--- config.mk ---
export PLATFORM = sky130hd
export DESIGN_NAME = emii_pins
export DESIGN_NICKNAME = d
export VERILOG_FILES = /design/src/emii_pkg.sv /design/src/emii_mdc_if.sv /design/src/emii_mdc_gen.sv /design/src/emii_pins.sv
export VERILOG_INCLUDE_DIRS = /design/src
export SDC_FILE = /design/constraint.sdc
export NUM_CORES = 1
export LEC_CHECK = 0
export BUFFER_PORTS_ARGS = -buffer_cell sky130_fd_sc_hd__buf_2
export CAP_MARGIN = 0
export CORE_UTILIZATION = 27
export DETAILED_ROUTE_END_ITERATION = 8
export GPL_TIMING_DRIVEN = 0
export PLACE_DENSITY = 0.49
export SKIP_LAST_GASP = 1
export SLEW_MARGIN = 40
export SYNTH_ARGS = -nofsm -noshare
export SYNTH_HDL_FRONTEND = slang
export SYNTH_SLANG_ARGS = --single-unit
--- constraint.sdc ---
create_clock -name hclk -period 2.6 [get_ports hclk]
set_input_delay 0 -clock hclk [delete_from_list [all_inputs] [get_ports hclk]]
set_output_delay 0 -clock hclk [all_outputs]
set_load 0.1 [all_outputs]
--- src/emii_regs.svh ---
// register offsets, field positions and reset values of the mii pin block
`ifndef EMII_REGS_SVH
`define EMII_REGS_SVH
`define EMII_OFS_CTRL 8'h00
`define EMII_OFS_STAT 8'h04
`define EMII_OFS_TXDATA 8'h08
`define EMII_OFS_RXDATA 8'h0c
`define EMII_OFS_MGTX 8'h10
`define EMII_OFS_MGRX 8'h14
`define EMII_CB_SERIAL 0
`define EMII_CB_LOOP 1
`define EMII_CB_ALTV 2
`define EMII_CB_PAIR 3
`define EMII_CB_MPS0 4
`define EMII_CB_MPS1 5
`define EMII_CB_PDN 6
`define EMII_CB_LNKDIS 7
`define EMII_CB_TXERR 8
`define EMII_CB_DIV 12
`define EMII_CTRL_RST 16'h0000
`define EMII_SB_TXRDY 0
`define EMII_SB_RXVAL 1
`define EMII_SB_RXOVR 2
`define EMII_SB_RXERR 3
`define EMII_SB_COL 4
`define EMII_SB_CRS 5
`define EMII_SB_MGBUSY 6
`define EMII_SB_GP_RXDV 10
`define EMII_SB_GP_RXER 11
`define EMII_SB_GP_RXD3 12
`define EMII_SB_GP_RXD1 13
`define EMII_SB_TXD1_PIN 14
`define EMII_SB_GP_RXD2 15
`define EMII_MG_OP 29
`define EMII_MG_OP_RD 2'h2
`define EMII_MG_RD_DRIVE 6'h0e
`define EMII_MG_FRAME 6'h20
`define EMII_SER_LAST 3'h7
`define EMII_MII_LAST 3'h1
`endif

--- src/emii_pkg.sv ---
// types shared by the mii pin block
`default_nettype none
package emii_pkg;
  typedef enum logic [1:0] {TX_IDLE = 2'h1, TX_SEND = 2'h2} emii_tx_type;
  typedef enum logic [2:0] {MG_IDLE = 3'h1, MG_DRIVE = 3'h2, MG_LISTEN = 3'h4} emii_mg_type;
  typedef struct packed {
    logic [4:0] cnt;
    logic mdc;
  } emii_mdc_state_type;
  typedef struct packed {
    logic [11:0] s1;
    logic [11:0] s2;
    logic [11:0] s3;
    logic [11:0] f;
    logic [15:0] ctrl;
    logic wr_pend;
    logic [7:0] wr_addr;
    logic rd_pend;
    logic [7:0] rd_addr;
    logic [31:0] hrdata;
    emii_tx_type tx;
    logic [7:0] tx_buf;
    logic tx_full;
    logic [7:0] tx_sh;
    logic [2:0] tx_cnt;
    logic [3:0] txd;
    logic txen;
    logic txer;
    logic [7:0] rx_sh;
    logic [2:0] rx_cnt;
    logic [7:0] rx_byte;
    logic rx_val;
    logic rx_ovr;
    logic rx_err;
    logic [5:0] gp;
    emii_mg_type mg;
    logic [31:0] mg_sh;
    logic [5:0] mg_cnt;
    logic mg_rd;
    logic mdo;
    logic mdo_en;
    logic [15:0] mg_rx;
  } emii_state_type;
endpackage
`default_nettype wire

--- src/emii_mdc_if.sv ---
// link between the pin block and its management clock divider
`default_nettype none
interface emii_mdc_if;
  logic [3:0] div;
  logic run;
  logic mdc;
  logic rise;
  logic fall;
  modport gen (input div, input run, output mdc, output rise, output fall);
  modport user (output div, output run, input mdc, input rise, input fall);
endinterface
`default_nettype wire

--- src/emii_mdc_gen.sv ---
// management clock divider: mdc period is 4*(div+1) system clocks
`default_nettype none
module emii_mdc_gen
  import emii_pkg::*;
(
  input wire logic hclk, // system clock
  input wire logic hresetn, // async reset, active low
  input wire logic ce, // clock enable
  emii_mdc_if.gen m // divider control and clock out
);
  emii_mdc_state_type st;
  emii_mdc_state_type next_st;
  logic wrap;

  assign wrap = m.run && (st.cnt == {m.div, 1'b1});
  assign m.mdc = st.mdc;
  assign m.rise = wrap && !st.mdc;
  assign m.fall = wrap && st.mdc;

  always_comb
  begin
    next_st = st;
    if (!m.run)
    begin
      // idle clock parks low so a frame always opens on a rising edge
      next_st.cnt = 5'h00;
      next_st.mdc = 1'b0;
    end
    else if (wrap)
    begin
      next_st.cnt = 5'h00;
      next_st.mdc = !st.mdc;
    end
    else
    begin
      next_st.cnt = 5'(st.cnt + 5'h01);
    end
  end

  always_ff @(posedge hclk or negedge hresetn)
  begin
    if (!hresetn)
    begin
      st <= '0;
    end
    else if (ce)
    begin
      st <= next_st;
    end
  end
endmodule
`default_nettype wire

--- src/emii_pins.sv ---
// ethernet mii / serial codec pin interface with ahb-lite registers
// Functional notes
// (RULE_01) serial mode: mdc pin is loopback xor alt-vendor
// (RULE_02) serial mode: mdio pin shows pair type
// (RULE_03) serial mode: txd3/txd2 show media port bits
// (RULE_04) serial mode: txd1 open collector, inverted power-down
// (RULE_05) serial mode: txer pin shows link disable
// (RULE_06) serial mode: rxd3/2/1 read in status 12/15/13
// (RULE_07) serial mode: rxer bit 11, rxdv bit 10
// (RULE_08) gp outputs from control, inputs into status
// (RULE_09) serial mode: transmit bits on txd0 only
// (RULE_10) serial mode: receive bits from rxd0 only
// (RULE_11) mdc divided from system clock by divider
// (RULE_12) mdio driven only in own frame part
// (RULE_13) mii transmit nibble changes on txclk
// (RULE_14) tx enable exactly while data is valid
// (RULE_15) tx error flags errored transmit stream
// (RULE_16) phy raises col during collisions
// (RULE_17) phy raises crs when medium busy
// (RULE_18) receive sampled on phy receive clock
// (RULE_19) phy raises rxer on invalid symbols
// (RULE_20) receive nibbles accepted only with rxdv
// (RULE_21) control bit selects mii or serial mode
`include "emii_regs.svh"
`default_nettype none
module emii_pins
  import emii_pkg::*;
(
  input wire logic hclk, // system clock, 100 MHz
  input wire logic hresetn, // async reset, active low
  input wire logic ce, // clock enable, freezes all state
  input wire logic hsel, // ahb slave select
  input wire logic [31:0] haddr, // ahb address
  input wire logic [1:0] htrans, // ahb transfer type
  input wire logic hwrite, // ahb write
  input wire logic [2:0] hsize, // ahb size
  input wire logic [31:0] hwdata, // ahb write data
  input wire logic hready, // ahb bus ready
  output logic hreadyout, // ahb slave ready
  output logic [31:0] hrdata, // ahb read data
  output logic hresp, // ahb response, always okay
  output logic mdc, // management clock pin
  input wire logic mdio_in, // mdio pin level
  output logic mdio_out, // mdio drive value
  output logic mdio_oe_n, // mdio drive enable, low drives
  input wire logic txclk, // transmit clock from phy
  output logic txd3, // transmit data 3
  output logic txd2, // transmit data 2
  input wire logic txd1_in, // txd1 pin level
  output logic txd1_out, // txd1 drive value
  output logic txd1_oe_n, // txd1 drive enable, low drives
  output logic txd0, // transmit data 0
  output logic txer, // transmit error
  output logic txen, // transmit enable
  input wire logic col, // collision
  input wire logic crs, // carrier sense
  input wire logic rxclk, // receive clock from phy
  input wire logic [3:0] rxd, // receive data
  input wire logic rxer, // receive error
  input wire logic rxdv // receive data valid
);
  // synchroniser slots
  localparam int I_RXDV = 4;
  localparam int I_RXER = 5;
  localparam int I_COL = 6;
  localparam int I_CRS = 7;
  localparam int I_TXCLK = 8;
  localparam int I_RXCLK = 9;
  localparam int I_MDIO = 10;
  localparam int I_TXD1 = 11;

  emii_state_type st;
  emii_state_type next_st;
  emii_mdc_if mi ();
  logic [11:0] fn;
  logic serial;
  logic tx_edge;
  logic rx_edge;
  logic take;
  logic rx_ok;
  logic rx_last;
  logic loaded;

  emii_mdc_gen u_mdc (
    .hclk(hclk),
    .hresetn(hresetn),
    .ce(ce),
    .m(mi.gen)
  );

  function automatic logic [31:0] rd_word(input emii_state_type s, input logic [7:0] a);
    logic [31:0] w;
    w = 32'h0000_0000;
    case (a)
      `EMII_OFS_CTRL: w[15:0] = s.ctrl;
      `EMII_OFS_STAT:
      begin
        w[`EMII_SB_TXRDY] = !s.tx_full;
        w[`EMII_SB_RXVAL] = s.rx_val;
        w[`EMII_SB_RXOVR] = s.rx_ovr;
        w[`EMII_SB_RXERR] = s.rx_err;
        w[`EMII_SB_COL] = s.f[I_COL];
        w[`EMII_SB_CRS] = s.f[I_CRS];
        w[`EMII_SB_MGBUSY] = (s.mg != MG_IDLE);
        w[`EMII_SB_GP_RXDV] = s.gp[0]; // [RULE_07]
        w[`EMII_SB_GP_RXER] = s.gp[1]; // [RULE_07]
        w[`EMII_SB_GP_RXD3] = s.gp[2]; // [RULE_06]
        w[`EMII_SB_GP_RXD1] = s.gp[3]; // [RULE_06]
        w[`EMII_SB_TXD1_PIN] = s.gp[5];
        w[`EMII_SB_GP_RXD2] = s.gp[4]; // [RULE_06]
      end
      `EMII_OFS_TXDATA: w[8:0] = {s.tx_full, s.tx_buf};
      `EMII_OFS_RXDATA: w[7:0] = s.rx_byte;
      `EMII_OFS_MGTX: w = s.mg_sh;
      `EMII_OFS_MGRX: w[15:0] = s.mg_rx;
      default: w = 32'h0000_0000;
    endcase
    return w;
  endfunction

  assign serial = st.ctrl[`EMII_CB_SERIAL]; // [RULE_21]
  // only the agreed stages 2 and 3 move the filtered value
  assign fn = (st.s3 & ~(st.s2 ^ st.s3)) | (st.f & (st.s2 ^ st.s3));
  assign tx_edge = fn[I_TXCLK] && !st.f[I_TXCLK]; // [RULE_13]
  assign rx_edge = fn[I_RXCLK] && !st.f[I_RXCLK]; // [RULE_18]
  assign take = hsel && hready && htrans[1];
  // serial codec frames on carrier, mii on data valid
  assign rx_ok = serial ? fn[I_CRS] : fn[I_RXDV]; // [RULE_20]
  assign rx_last = (st.rx_cnt == (serial ? `EMII_SER_LAST : `EMII_MII_LAST));
  assign loaded = tx_edge && st.tx_full && (st.tx == TX_IDLE || st.tx_cnt == 3'h0);

  assign mi.div = st.ctrl[`EMII_CB_DIV +: 4];
  assign mi.run = (st.mg != MG_IDLE);

  assign hreadyout = !st.rd_pend;
  assign hrdata = st.hrdata;
  assign hresp = 1'b0;
  // pin muxes between mii function and serial-mode general purpose use
  assign mdc = serial ? (st.ctrl[`EMII_CB_LOOP] ^ st.ctrl[`EMII_CB_ALTV])
                      : mi.mdc; // [RULE_01] [RULE_11]
  assign mdio_out = serial ? st.ctrl[`EMII_CB_PAIR] : st.mdo; // [RULE_02]
  assign mdio_oe_n = serial ? 1'b0 : !st.mdo_en; // [RULE_02] [RULE_12]
  assign txd3 = serial ? st.ctrl[`EMII_CB_MPS0] : st.txd[3]; // [RULE_03]
  assign txd2 = serial ? st.ctrl[`EMII_CB_MPS1] : st.txd[2]; // [RULE_03]
  // serial mode open collector: only ever pulls low, high comes from the board; mii mode drives both levels
  assign txd1_out = serial ? 1'b0 : st.txd[1]; // [RULE_04]
  assign txd1_oe_n = serial ? !st.ctrl[`EMII_CB_PDN] : 1'b0; // [RULE_04]
  assign txd0 = st.txd[0]; // [RULE_09]
  assign txer = serial ? st.ctrl[`EMII_CB_LNKDIS] : st.txer; // [RULE_05] [RULE_15]
  assign txen = st.txen; // [RULE_14]

  always_comb
  begin
    next_st = st;
    next_st.s1 = {txd1_in, mdio_in, rxclk, txclk, crs, col, rxer, rxdv, rxd};
    next_st.s2 = st.s1;
    next_st.s3 = st.s2;
    next_st.f = fn;
    // status register takes the pin levels every cycle
    next_st.gp = {fn[I_TXD1], fn[2], fn[1], fn[3], fn[I_RXER], fn[I_RXDV]}; // [RULE_08]

    // bus slave: writes commit in the data phase, reads wait one cycle
    next_st.wr_pend = take && hwrite && (hsize == 3'h2);
    next_st.wr_addr = haddr[7:0];
    next_st.rd_pend = take && !hwrite;
    if (take && !hwrite)
    begin
      next_st.rd_addr = haddr[7:0];
    end
    if (st.rd_pend)
    begin
      next_st.hrdata = rd_word(st, st.rd_addr);
      if (st.rd_addr == `EMII_OFS_RXDATA)
      begin
        next_st.rx_val = 1'b0;
      end
      if (st.rd_addr == `EMII_OFS_STAT)
      begin
        next_st.rx_ovr = 1'b0;
        next_st.rx_err = 1'b0;
      end
    end

    // transmit: one byte, low nibble or lsb first
    if (tx_edge)
    begin
      case (st.tx)
        TX_IDLE:
        begin
          if (st.tx_full)
          begin
            next_st.tx = TX_SEND;
          end
        end
        TX_SEND:
        begin
          if (st.tx_cnt != 3'h0)
          begin
            next_st.tx_cnt = 3'(st.tx_cnt - 3'h1);
            if (serial)
            begin
              next_st.txd = {3'h0, st.tx_sh[0]}; // [RULE_09]
              next_st.tx_sh = {1'b0, st.tx_sh[7:1]};
            end
            else
            begin
              next_st.txd = st.tx_sh[3:0]; // [RULE_13]
              next_st.tx_sh = {4'h0, st.tx_sh[7:4]};
            end
          end
          else if (!st.tx_full)
          begin
            next_st.tx = TX_IDLE;
            next_st.txen = 1'b0; // [RULE_14]
            next_st.txd = 4'h0;
            next_st.txer = 1'b0;
          end
        end
        default: next_st.tx = TX_IDLE;
      endcase
    end
    if (loaded)
    begin
      next_st.tx_full = 1'b0;
      next_st.txen = 1'b1; // [RULE_14]
      next_st.txer = st.ctrl[`EMII_CB_TXERR]; // [RULE_15]
      if (serial)
      begin
        next_st.txd = {3'h0, st.tx_buf[0]}; // [RULE_09]
        next_st.tx_sh = {1'b0, st.tx_buf[7:1]};
        next_st.tx_cnt = `EMII_SER_LAST;
      end
      else
      begin
        next_st.txd = st.tx_buf[3:0]; // [RULE_13]
        next_st.tx_sh = {4'h0, st.tx_buf[7:4]};
        next_st.tx_cnt = `EMII_MII_LAST;
      end
    end

    // receive: assemble bytes, partial bytes dropped when framing ends
    if (rx_edge)
    begin
      if (!rx_ok)
      begin
        next_st.rx_cnt = 3'h0;
      end
      else
      begin
        if (serial)
        begin
          next_st.rx_sh = {fn[0], st.rx_sh[7:1]}; // [RULE_10]
        end
        else
        begin
          next_st.rx_sh = {fn[3:0], st.rx_sh[7:4]}; // [RULE_18] [RULE_20]
          if (fn[I_RXER])
          begin
            next_st.rx_err = 1'b1; // [RULE_19]
          end
        end
        next_st.rx_cnt = rx_last ? 3'h0 : 3'(st.rx_cnt + 3'h1);
        if (rx_last)
        begin
          next_st.rx_byte = next_st.rx_sh;
          // a new byte over an unread one sets overrun and beats a status-read clear
          if (st.rx_val)
          begin
            next_st.rx_ovr = 1'b1;
          end
          next_st.rx_val = 1'b1;
        end
      end
    end

    // management frame: bits change on mdc fall, sampled on rise
    case (st.mg)
      MG_IDLE: next_st.mdo_en = 1'b0;
      MG_DRIVE:
      begin
        if (mi.fall)
        begin
          if (st.mg_cnt == `EMII_MG_FRAME)
          begin
            next_st.mg = MG_IDLE;
            next_st.mdo_en = 1'b0;
          end
          else if (st.mg_rd && st.mg_cnt == `EMII_MG_RD_DRIVE)
          begin
            next_st.mg = MG_LISTEN;
            next_st.mdo_en = 1'b0; // [RULE_12]
            next_st.mg_cnt = 6'(st.mg_cnt + 6'h01);
          end
          else
          begin
            next_st.mdo = st.mg_sh[31];
            next_st.mg_sh = {st.mg_sh[30:0], 1'b0};
            next_st.mg_cnt = 6'(st.mg_cnt + 6'h01);
          end
        end
      end
      MG_LISTEN:
      begin
        if (mi.rise)
        begin
          next_st.mg_rx = {st.mg_rx[14:0], fn[I_MDIO]}; // [RULE_12]
        end
        if (mi.fall)
        begin
          if (st.mg_cnt == `EMII_MG_FRAME)
          begin
            next_st.mg = MG_IDLE;
          end
          else
          begin
            next_st.mg_cnt = 6'(st.mg_cnt + 6'h01);
          end
        end
      end
      default: next_st.mg = MG_IDLE;
    endcase

    if (st.wr_pend)
    begin
      case (st.wr_addr)
        `EMII_OFS_CTRL: next_st.ctrl = hwdata[15:0]; // [RULE_08] [RULE_21]
        `EMII_OFS_TXDATA:
        begin
          // a byte written while the holder is full is dropped, unless the holder is loaded into the shifter in the same cycle
          if (!st.tx_full || loaded)
          begin
            next_st.tx_buf = hwdata[7:0];
            next_st.tx_full = 1'b1;
          end
        end
        `EMII_OFS_MGTX:
        begin
          if (st.mg == MG_IDLE)
          begin
            next_st.mg = MG_DRIVE;
            next_st.mdo = hwdata[31];
            next_st.mdo_en = 1'b1; // [RULE_12]
            next_st.mg_sh = {hwdata[30:0], 1'b0};
            next_st.mg_cnt = 6'h01;
            next_st.mg_rd = (hwdata[`EMII_MG_OP -: 2] == `EMII_MG_OP_RD);
          end
        end
        default: next_st.ctrl = st.ctrl;
      endcase
    end
  end

  always_ff @(posedge hclk or negedge hresetn)
  begin
    if (!hresetn)
    begin
      st <= '0;
      st.ctrl <= `EMII_CTRL_RST;
      st.tx <= TX_IDLE;
      st.mg <= MG_IDLE;
    end
    else if (ce)
    begin
      st <= next_st;
    end
  end
endmodule
`default_nettype wire

Word level (Yosys, flattened, before mapping). Cells that the tools add are included.

Register bits: 236. Bits of input ports: 87. Output and inout bits: 44. Logic and storage cells: 184.

Add/sub/neg operators: 4. Equality and inequality tests: 26. Mux-type cells: 70. Bitwise operators: 6. Reductions and logical operators: 44.

Operators by type and width (count): $mux W44 (3); $mux W32 (2); $pmux W7 S6 (1); $mux W41 (1); $mux W38 (1); $mux W17 (2); $mux W3 (10); $and A12 B12 Y12 (2); $eq A8 B4 Y1 const B (3); $eq A8 B5 Y1 const B (3); $mux W6 (4); $pmux W6 S4 (1); $mux W1 (22); $reduce_and A4 Y1 (5); $mux W18 (1); $logic_not A8 Y1 (2); $mux W16 (1); $mux W14 (1); $mux W2 (7); $logic_and A1 B1 Y1 (13); $not A12 Y12 (1); $or A12 B12 Y12 (1); $pmux W6 S2 (1); $xor A12 B12 Y12 (1); 37 further kinds (61).

Longest topological paths before layout. Gate-level depths: netlist (run 1).

Depth after elaboration: 11. Gate-level depth with buffers: 9. Mapped depth without buffers: 7.

Hierarchy. Synthesis (run 1) repeated with hierarchy kept, for this count alone.

Cell total of the unflattened synthesis: 997. Area, all modules: 10661.5 um2.

By module, submodules not included: emii_pins (times used 1, cells an instance 952, area each 10247.3 um2, seq. area each 5557.8 um2); emii_mdc_gen (times used 1, cells an instance 45, area each 414.1 um2, seq. area each 150.1 um2).

Worst setup path after synthesis (run 1). No wires, ideal clock.

Path kind: register -> output. From: register st (netlist bit serial). To: output mdc. Arrival time: 2874 ps. Required time: 2600 ps. Path slack: -274 ps. Cell stages (with the launch flop): 6. Path buffers: 3. Cells stage by stage: dfrtp_1 clkbuf_1 buf_1 clkbuf_1 nor2_1 a21oi_1.

Longest elaborated chain between the ends: 1.

Ends and longest elaborated chain: start: declaration (line emii_pins.sv:72) `emii_state_type st;`; start signal: assignment (line emii_pins.sv:364) `st <= next_st;`; $mux W1 (line emii_pins.sv:139) `` assign mdc = serial ? (st.ctrl[`EMII_CB_LOOP] ^ st.ctrl[`EMII_CB_ALTV]) ``; end: declaration (line emii_pins.sv:42) `output logic mdc,`.

No other way between the ends.

Worst setup path in the final report (run 1).
From: register st[162] (netlist bit). To: register st[108] (netlist bit).

Longest elaborated chain between the ends: 2.

Ends and longest elaborated chain: $eq A8 B4 Y1 (line emii_pins.sv:325) `case (st.wr_addr)`; $reduce_and A4 Y1 (no source line).

No other way between the ends. A chain may end at the register's enable or synchronous reset.

==> results of run 1 <==
## metal layers
metal,GRT usage [%],wire length (um),vias to the layer above
li1,-,-,3959
met1,22.6,15300,4221
met2,25.6,14700,194
met3,1.81,1250,34
met4,3.57,589,0
met5,0,0,-
## sequential cells by signal, summed over array words and instances (netlist names), named ones only
name	count
next_st	24
st	157
serial	1
txen	1
u_mdc.st	5
txd0	1
mi.div	4
hrdata	32
u_mdc.m.mdc	1
## area by class of cell
class | instances | area share, %
buffer | 88 | 3.66
clock buffer | 40 | 5.89
clock inverter | 10 | 1.19
inverter | 24 | 0.659
multi-input combinational | 643 | 32.9
sequential | 228 | 41.8
tap | 518 | 4.74
timing repair buffer | 171 | 9.17
## report_power, final
part           internal [W]  switching, W  total [W]
clock network       0.00254       0.00154    0.00407
logic              0.000984       0.00154    0.00252
registers           0.00428      0.000760    0.00504
total               0.00780       0.00384     0.0116
## stage by stage
| step | utilization, % | hold WS [ns] | cells | setup TNS, ns |
|---|---|---|---|---|
| after CTS | 35.0 | 0.205 | 1723 | -0.0937 |
| after floorplan | - | -0.296 | 984 | 0 |
| after global placement | 30.6 | 0.234 | 1606 | -641.16 |
| after detailed placement | 30.8 | -0.0225 | 1609 | -7.60 |
| after global routing | 35.1 | 0.178 | 1722 | -0.0109 |
| final | 35.1 | 0.151 | 1722 | 0 |
## critical path, stage by stage, from the launching register on
cell and delay (ns):
dfrtp_1 0.41, nor4b_4 0.44, nand3_2 0.32, or3b_1 0.57
a21oi_4 0.32, mux2_2 0.37
## cells by family (layout without fill, tap and decap cells)
family / after synthesis / after routing / synth area share, %
simple gates: 283 / 283 / 13.1
compound gates: 234 / 234 / 15.3
flops: 228 / 228 / 53.3
buf+inv: 113 / 333 / 5.46
mux: 108 / 108 / 11.1
fa+ha+maj: 11 / 11 / 1.19
xor+xnor: 6 / 6 / 0.490
other cells: 1 / 1 / 0.0350
## path summary, 6_finish.rpt
path | startpoint | to | slack [ns]
min reg2reg | hrdata[28] | hrdata[28] | 0.47
max | st[162] | st[108] | 0.05
min | hsel | st[156] | 0.15
max in group asynchronous | hresetn | st[110] | 0.65
max reg2reg | st[162] | st[108] | 0.05
min in group asynchronous | hresetn | st[34] | 0.50
## timing repair
item                                    4_1_cts  5_1_grt
pin swaps                                     2        0
endpoints found under the hold margin       269        0
hold buffers                                 62        0
endpoints found under the setup margin       55       51
buffers inserted                              2        0
resized for setup                             9        9
## layout by cell type, fill, tap and decap left out, types with 15 or more instances in the layout
| master | netlist | final |
|---|---|---|
| a22o_1 | 15 | 15 |
| mux2i_1 | 19 | 19 |
| mux2_2 | 87 | 87 |
| clkbuf_1 | 41 | 41 |
| buf_4 | 34 | 37 |
| inv_1 | 24 | 24 |
| nand2_1 | 107 | 107 |
| nor2_1 | 43 | 42 |
| dfrtp_1 | 226 | 226 |
| buf_2 | 9 | 110 |
| nand3_1 | 30 | 29 |
| or3_1 | 36 | 36 |
| o21ai_0 | 78 | 78 |
| o221a_1 | 30 | 30 |
| dlygate4sd3_1 | 0 | 62 |
| clkbuf_16 | 0 | 27 |
| a21oi_1 | 47 | 46 |
==> reports/results.tsv, run 1 <==
metric	value	unit
core	38900	um2
port-buffer-count	104	
drt_pass1_iterations	5	
die_y	201	um
rsz0062_at_grt	yes	
synth_top_area_cell	dfrtp_1	
multiInputGateArea	4500	um2
synth.most_common_cell	dfrtp_1	
final_max_slew_viol_count	0	
grt_pass1_vias	8264	
finalInstanceArea	13700	um2
period_needed	2.55	ns
synth_edf_count	0	
synthTopCellsByArea	dfrtp_1 (53%), mux2_2 (9.1%), nand2_1 (3.7%)	
cts_tree	yes	
finalSetupViolations	0	
drt-total-wl	31.9	mm
setup_slack	0.0493	ns
h-tree-depth	1	
leakage	6.07	nW
worst-setup-path-type	flop to flop	
cts_buffers	27	
reg2regPathDepth	5	
hold_viol	0	
drtAntennaViolNets	0	
seq_area_frac_synth	53.3	%
die_w	201	um
grt_antenna_before_repair	1	
ys_types	73	
grt_pass1_wl	50.0	mm
synth_top_area_share	52.8	%
grt_max_degree	69	
netlist_area	10700	um2
endpoint_kind	flop	
nets	1277	
dp_hpwl	23.2	mm
min_path_cells	4	
overflow	0	
ir_worst_vdd	564	uV
max_cap_violations	0	
synth_cells	984	
routed_via_density	4.88	
cts_max_path_buffers	3	
dieArea	40500	um2
ys_warn_count	0	
worstPathMaxFanout	8	
pin_count	131	
drive_gt1_share	26.4	%
drt_iter0_drc	475	
async_flop_share	100	%
skew	0.0207	ns
worstPathRequired	3.01	ns
root_buffer	clkbuf_16	
ys.flop_type	dfrtp_1	
cp.arrival	2.96	ns
dpl_worst_slack	-0.452	ns
fin_crit_sh	98.1	%
relSlewSlack	47.9	%
clk_pin_slew	0.06	ns
ff_latch_area	5710	um2
place_area	12000	um2
cellPowerDensity	851	nW/um2
rows	72	
start_util	27.5	%
clock_sinks	228	
worstSetupStartpointType	flop	
vias	8408	
tightest_slew	0.781	ns
synth.avg_cell_area	10.9	um2
grt.total_usage	15.8	%
fmax	392	MHz
synth_nets	1078	
area_delta_synth_final	27.6	%
hold_path_class	primary input to flop	
ys_ff_latch	228	
yosys-top-cells-count	dfrtp_1 (226), nand2_1 (107), mux2_2 (87), o21ai_0 (78), a21oi_1 (47)	
antenna_cells	0	
wl_per_cell	18.5	um
clock_latency	0.55	ns
place.gp.congestion	0.807	
drc_errors	0	
finalPower	0.0116	W
fill_cells	3997	
status	completed	
(Power assumes the default switching activity.)
==> run 2: changes to the inputs <==
Settings changed: CORE_UTILIZATION 27 to 45, PLACE_DENSITY 0.49 to 0.7.
==> reports/results.tsv, run 2 (synthesized netlist as in run 1, its figures left out) <==
metric	value	unit
status	completed	
area_delta_synth_final	23.9	%
worstSetupStartpointType	flop	
overflow	0	
start_util	45.8	%
finalSetupViolations	0	
largest-register	st	
worstPathRequired	3.06	ns
worstPathMaxFanout	10	
grt.total_usage	23.8	%
pin_count	131	
mostFrequentLayoutCells	dfrtp_1 (226), buf_2 (113), nand2_1 (107), mux2_2 (87), o21ai_0 (78)	
final_max_slew_viol_count	0	
clock_latency	0.52	ns
die_w	156	um
skew	0.0145	ns
drive_gt1_share	26.3	%
cellPowerDensity	844	nW/um2
drt-total-wl	28.6	mm
cp.arrival	2.93	ns
endpoint_kind	flop	
grt_pass1_wl	44.9	mm
clk_pin_slew	0.06	ns
period_needed	2.47	ns
dieArea	24400	um2
hold_viol	0	
drc_errors	0	
tightest_slew	0.791	ns
die_y	156	um
critPathSlowestCell	nor4_2	
fmax	405	MHz
slowest_delay	0.64	ns
leakage	6.02	nW
worst-setup-path-type	flop to flop	
antenna_cells	0	
cts_max_path_buffers	3	
clock_sinks	228	
grt_max_degree	76	
placed_cells	1410	
drtAntennaViolNets	0	
dp_hpwl	20.1	mm
largest_reg_flops	157	
crit_path_cell_trace	nor4_2 > and3_1 > buf_2 > buf_2 > buf_2 > nand3_1 > nand2_1	
routed_via_density	5.62	
layout_commonest_cell	dfrtp_1	
drt_pass1_iterations	5	
grt_pass1_vias	8229	
place_area	11800	um2
dpl_worst_slack	-0.214	ns
max_cap_violations	0	
h-tree-depth	1	
postLayoutCoreUtil	56.7	%
core	23400	um2
hold_path_class	primary input to async pin	
fin_cells	1516	
drt_iter0_drc	677	
root_buffer	clkbuf_16	
critPathMostFrequentCell	buf_2	
wl_per_cell	18.9	um
nets	1273	
cts_buffers	25	
port-buffer-count	104	
place.gp.congestion	0.864	
rsz0062_at_grt	no	
ir_worst_vdd	533	uV
finalInstanceArea	13300	um2
relSlewSlack	47.3	%
cts_tree	yes	
grt_antenna_before_repair	0	
tns	0	ns
fin_crit_sh	94.9	%
critPathTopFamily	simple AND/OR/NAND/NOR gates	
vias	8517	
rows	56	
cp_num_buf_inv	3	
setup_slack	0.134	ns
[run 2: cell types whose count changed in the layout (fill, tap and decap cells not counted), sizes merged]
cell / delta
clkinvlp: -1
clkinv: +3
buf: +3
dlygate4sd3: -3
bufinv: -2
inv: -1
clkbuf: -6
[run 2: path summary, 6_finish.rpt]
| path | slack, ns | endpoint | depth (start not counted) | startpoint |
|---|---|---|---|---|
| worst max-delay path | 0.13 | hrdata[22] | 7 | st[149] |
| worst min-delay path | 0.02 | st[173] | 2 | hresetn |
| worst max register to register | 0.13 | hrdata[22] | 7 | st[149] |
| worst min register to register | 0.46 | hrdata[24] | 2 | hrdata[24] |
| max in group asynchronous | 1.60 | st[57] | 4 | hresetn |
| min in group hclk | 0.13 | st[156] | 4 | hsel |
[run 2: routing by layer]
layer | vias to the layer above | wire [um] | part of all wire [%] | global-route usage, %
met1 | 4210 | 12600 | 44 | 32.7
met4 | 0 | 766 | 2.7 | 7.94
met2 | 313 | 13500 | 47 | 39.1
li1 | 3935 | - | - | -
met5 | - | 0 | 0 | 0
met3 | 59 | 1750 | 6.1 | 2.77
[run 2: worst reg2reg max path: stages, from the launching register on]
cell and delay [ns]:
dfrtp_1 0.46, nor4_2 0.64, and3_1 0.26, buf_2 0.25, buf_2 0.32, buf_2 0.27
nand3_1 0.11, nand2_1 0.10
[run 2: area by class of cell]
| class | count | area [um2] |
|---|---|---|
| fillers | 2015 | 10100 |
| flip-flops and latches | 228 | 5710 |
| multi-input cells | 643 | 4500 |
| repair buffers | 169 | 1230 |
| clock buffers | 36 | 747 |
| plain buffers | 88 | 498 |
| well taps | 319 | 399 |
| clock inverters | 9 | 116 |
| inverters | 24 | 90.1 |
[run 2: stage by stage]
| step | total power (W) | hold slack (ns) |
|---|---|---|
| floorplan | 0.00665 | -0.296 |
| global placement | 0.00734 | 0.232 |
| detailed placement | 0.00747 | 0.000394 |
| CTS | 0.0112 | 0.0473 |
| global route | 0.0117 | 0.0883 |
| finish | 0.0112 | 0.0234 |
[run 2: what timing repair did]
action | 4_1_cts | 5_1_grt
endpoints found under the setup margin | 30 | 53
hold endpoints to repair | 269 | 0
pin swaps | 0 | 1
hold buffers | 59 | 0
resized for setup | 5 | 8
setup buffers | 1 | 2
[run 2: where the power goes]
part | switching, W | internal, W | total (W)
registers | 0.000756 | 0.00428 | 0.00503
logic | 0.00154 | 0.000971 | 0.00251
clock network | 0.00147 | 0.00220 | 0.00367
==> run 3: changes to the inputs <==
Settings changed: CORE_UTILIZATION 45 to 44, CTS_BUF_LIST from default to sky130_fd_sc_hd__clkbuf_4 sky130_fd_sc_hd__clkbuf_8 sky130_fd_sc_hd__clkbuf_16, PLACE_DENSITY 0.7 to 0.69.
==> reports/results.tsv, run 3 (synthesized netlist as in run 1, its figures left out) <==
metric	value	unit
place.gp.congestion	0.879	
cts_tree	yes	
port-buffer-count	104	
nets	1279	
sw_frac_of_total	33.2	%
period_needed	2.50	ns
grt_antenna_before_repair	0	
dp_hpwl	20.0	mm
die_w	158	um
pin_count	131	
switchingPower	0.00372	W
grt_pass1_vias	8232	
layout_commonest_cell	dfrtp_1	
reg2regPathDepth	6	
mostFrequentLayoutCells	dfrtp_1 (226), buf_2 (112), nand2_1 (107), mux2_2 (87), o21ai_0 (78)	
grt_pass1_wl	45.3	mm
finalPower	0.0112	W
r2r-start	mi.div[1]	
cellPowerDensity	841	nW/um2
rsz0062_at_grt	yes	
reg2reg_to	st[33]	
fin_cells	1523	
drt_iter0_drc	645	
crit_path_cell_trace	clkbuf_2 > buf_2 > clkbuf_2 > nor2_1 > a21oi_2 > clkbuf_4	
fin_crit_sh	96.1	%
hold_slack	0.0332	ns
placed_cells	1410	
rows	56	
final_max_slew_viol_count	0	
core	23700	um2
finalSetupViolations	0	
routed_via_density	5.63	
cts_max_path_buffers	3	
pwr-share-comb	22.4	%
vias	8572	
ir_worst_vdd	538	uV
clkPwrFrac	32.8	%
relSlewSlack	46.6	%
reg2reg_slack	0.16	ns
drtAntennaViolNets	0	
overflow	0	
clock_latency	0.53	ns
drt-total-wl	28.6	mm
skew	0.0228	ns
root_buffer	clkbuf_16	
critPathSlowestCell	buf_2	
h-tree-depth	1	
worstPathRequired	2.60	ns
dieArea	25000	um2
largest_reg_flops	157	
worst-setup-path-type	flop to output port	
cp.arrival	2.50	ns
start_util	45.3	%
seqPwrFrac	44.8	%
drt_pass1_iterations	5	
max_cap_violations	0	
worstPathMaxFanout	10	
status	completed	
critPathTopFamily	buffers and inverters	
largest-register	st	
worstSetupStartpointType	flop	
fmax	400	MHz
clock_sinks	228	
grt.total_usage	23.5	%
drive_gt1_share	27.1	%
internal_power	0.00747	W
endpoint_kind	output port	
hold_path_class	primary input to async pin	
cts_buffers	25	
leakage	6.04	nW
hold_viol	0	
area_delta_synth_final	24.2	%
slowest_delay	0.38	ns
fill_cells	2081	
drc_errors	0	
clk_pin_slew	0.06	ns
wl_per_cell	18.8	um
critPathMostFrequentCell	clkbuf_2	
cp_num_buf_inv	4	
grt_max_degree	75	
tightest_slew	0.801	ns
die_y	158	um
antenna_cells	0	
-- run 3: layout make-up --
| class | instances | area (um2) | share of cell area [%] |
|---|---|---|---|
| clock buffer | 34 | 712 | 5.35 |
| buffer | 89 | 503 | 3.78 |
| timing repair buffer | 174 | 1270 | 9.51 |
| inverter | 24 | 90.1 | 0.677 |
| sequential | 228 | 5710 | 42.9 |
| clock inverter | 12 | 146 | 1.10 |
| multi-input combinational | 643 | 4490 | 33.7 |
| tap | 319 | 399 | 3.00 |
-- run 3: worst max path at each step --
stage	start	endpoint	slack (ns)	cells past startpoint
after floorplan	serial	mdio_oe_n	0.23	4
after global placement	hresetn	st[172]	-2.49	1
after detailed placement	serial	mdc	-0.18	6
after CTS	serial	mdc	-0.009	6
after global routing	serial	mdc	-0.03	6
final	serial	mdc	0.10	6
-- run 3: layer usage --
metal | routed length [um] | share of wire (%) | GRT usage (%) | vias up
met4 | 597 | 2.1 | 6.59 | 0
met2 | 13600 | 47 | 38.3 | 301
li1 | - | - | - | 3960
met1 | 13000 | 45 | 33.2 | 4271
met5 | 0 | 0 | 0 | -
met3 | 1480 | 5.2 | 2.66 | 40
-- run 3: worst register-to-register path: stages, from the launching register on --
cell and delay (ns):
dfrtp_1 0.44, xnor2_1 0.21, nand2_1 0.16, or3_4 0.43
o31ai_2 0.55, buf_2 0.35, o221a_1 0.23
-- run 3: what timing repair did --
item                                    in CTS  in global routing
gates resized for setup                      6                  9
buffers inserted                             0                  7
endpoints found under the hold margin      177                  0
endpoints found under the setup margin      29                 65
pin swaps                                    1                  1
hold buffers                                60                  0
-- run 3: power by group through the flow --
stage          Combinational, W  Clock (W)  Sequential (W)
2_1_floorplan           0.00187          0         0.00477
3_3_place_gp            0.00233          0         0.00501
3_5_place_dp            0.00240          0         0.00504
4_1_cts                 0.00249    0.00372         0.00499
5_1_grt                 0.00272    0.00385         0.00511
6_report                0.00250    0.00367         0.00502
-- run 3: through the flow --
step                      utilization, %   TNS, ns  area (um2)  worst slack (ns)
after global routing                56.2   -0.0345       13300           -0.0345
after floorplan                        -         0       10700             0.230
after CTS                           55.9  -0.00949       13200          -0.00949
after global placement              49.2   -561.81       11600             -2.49
after detailed placement            49.6     -1.76       11800            -0.175
final                               56.2         0       13300             0.101
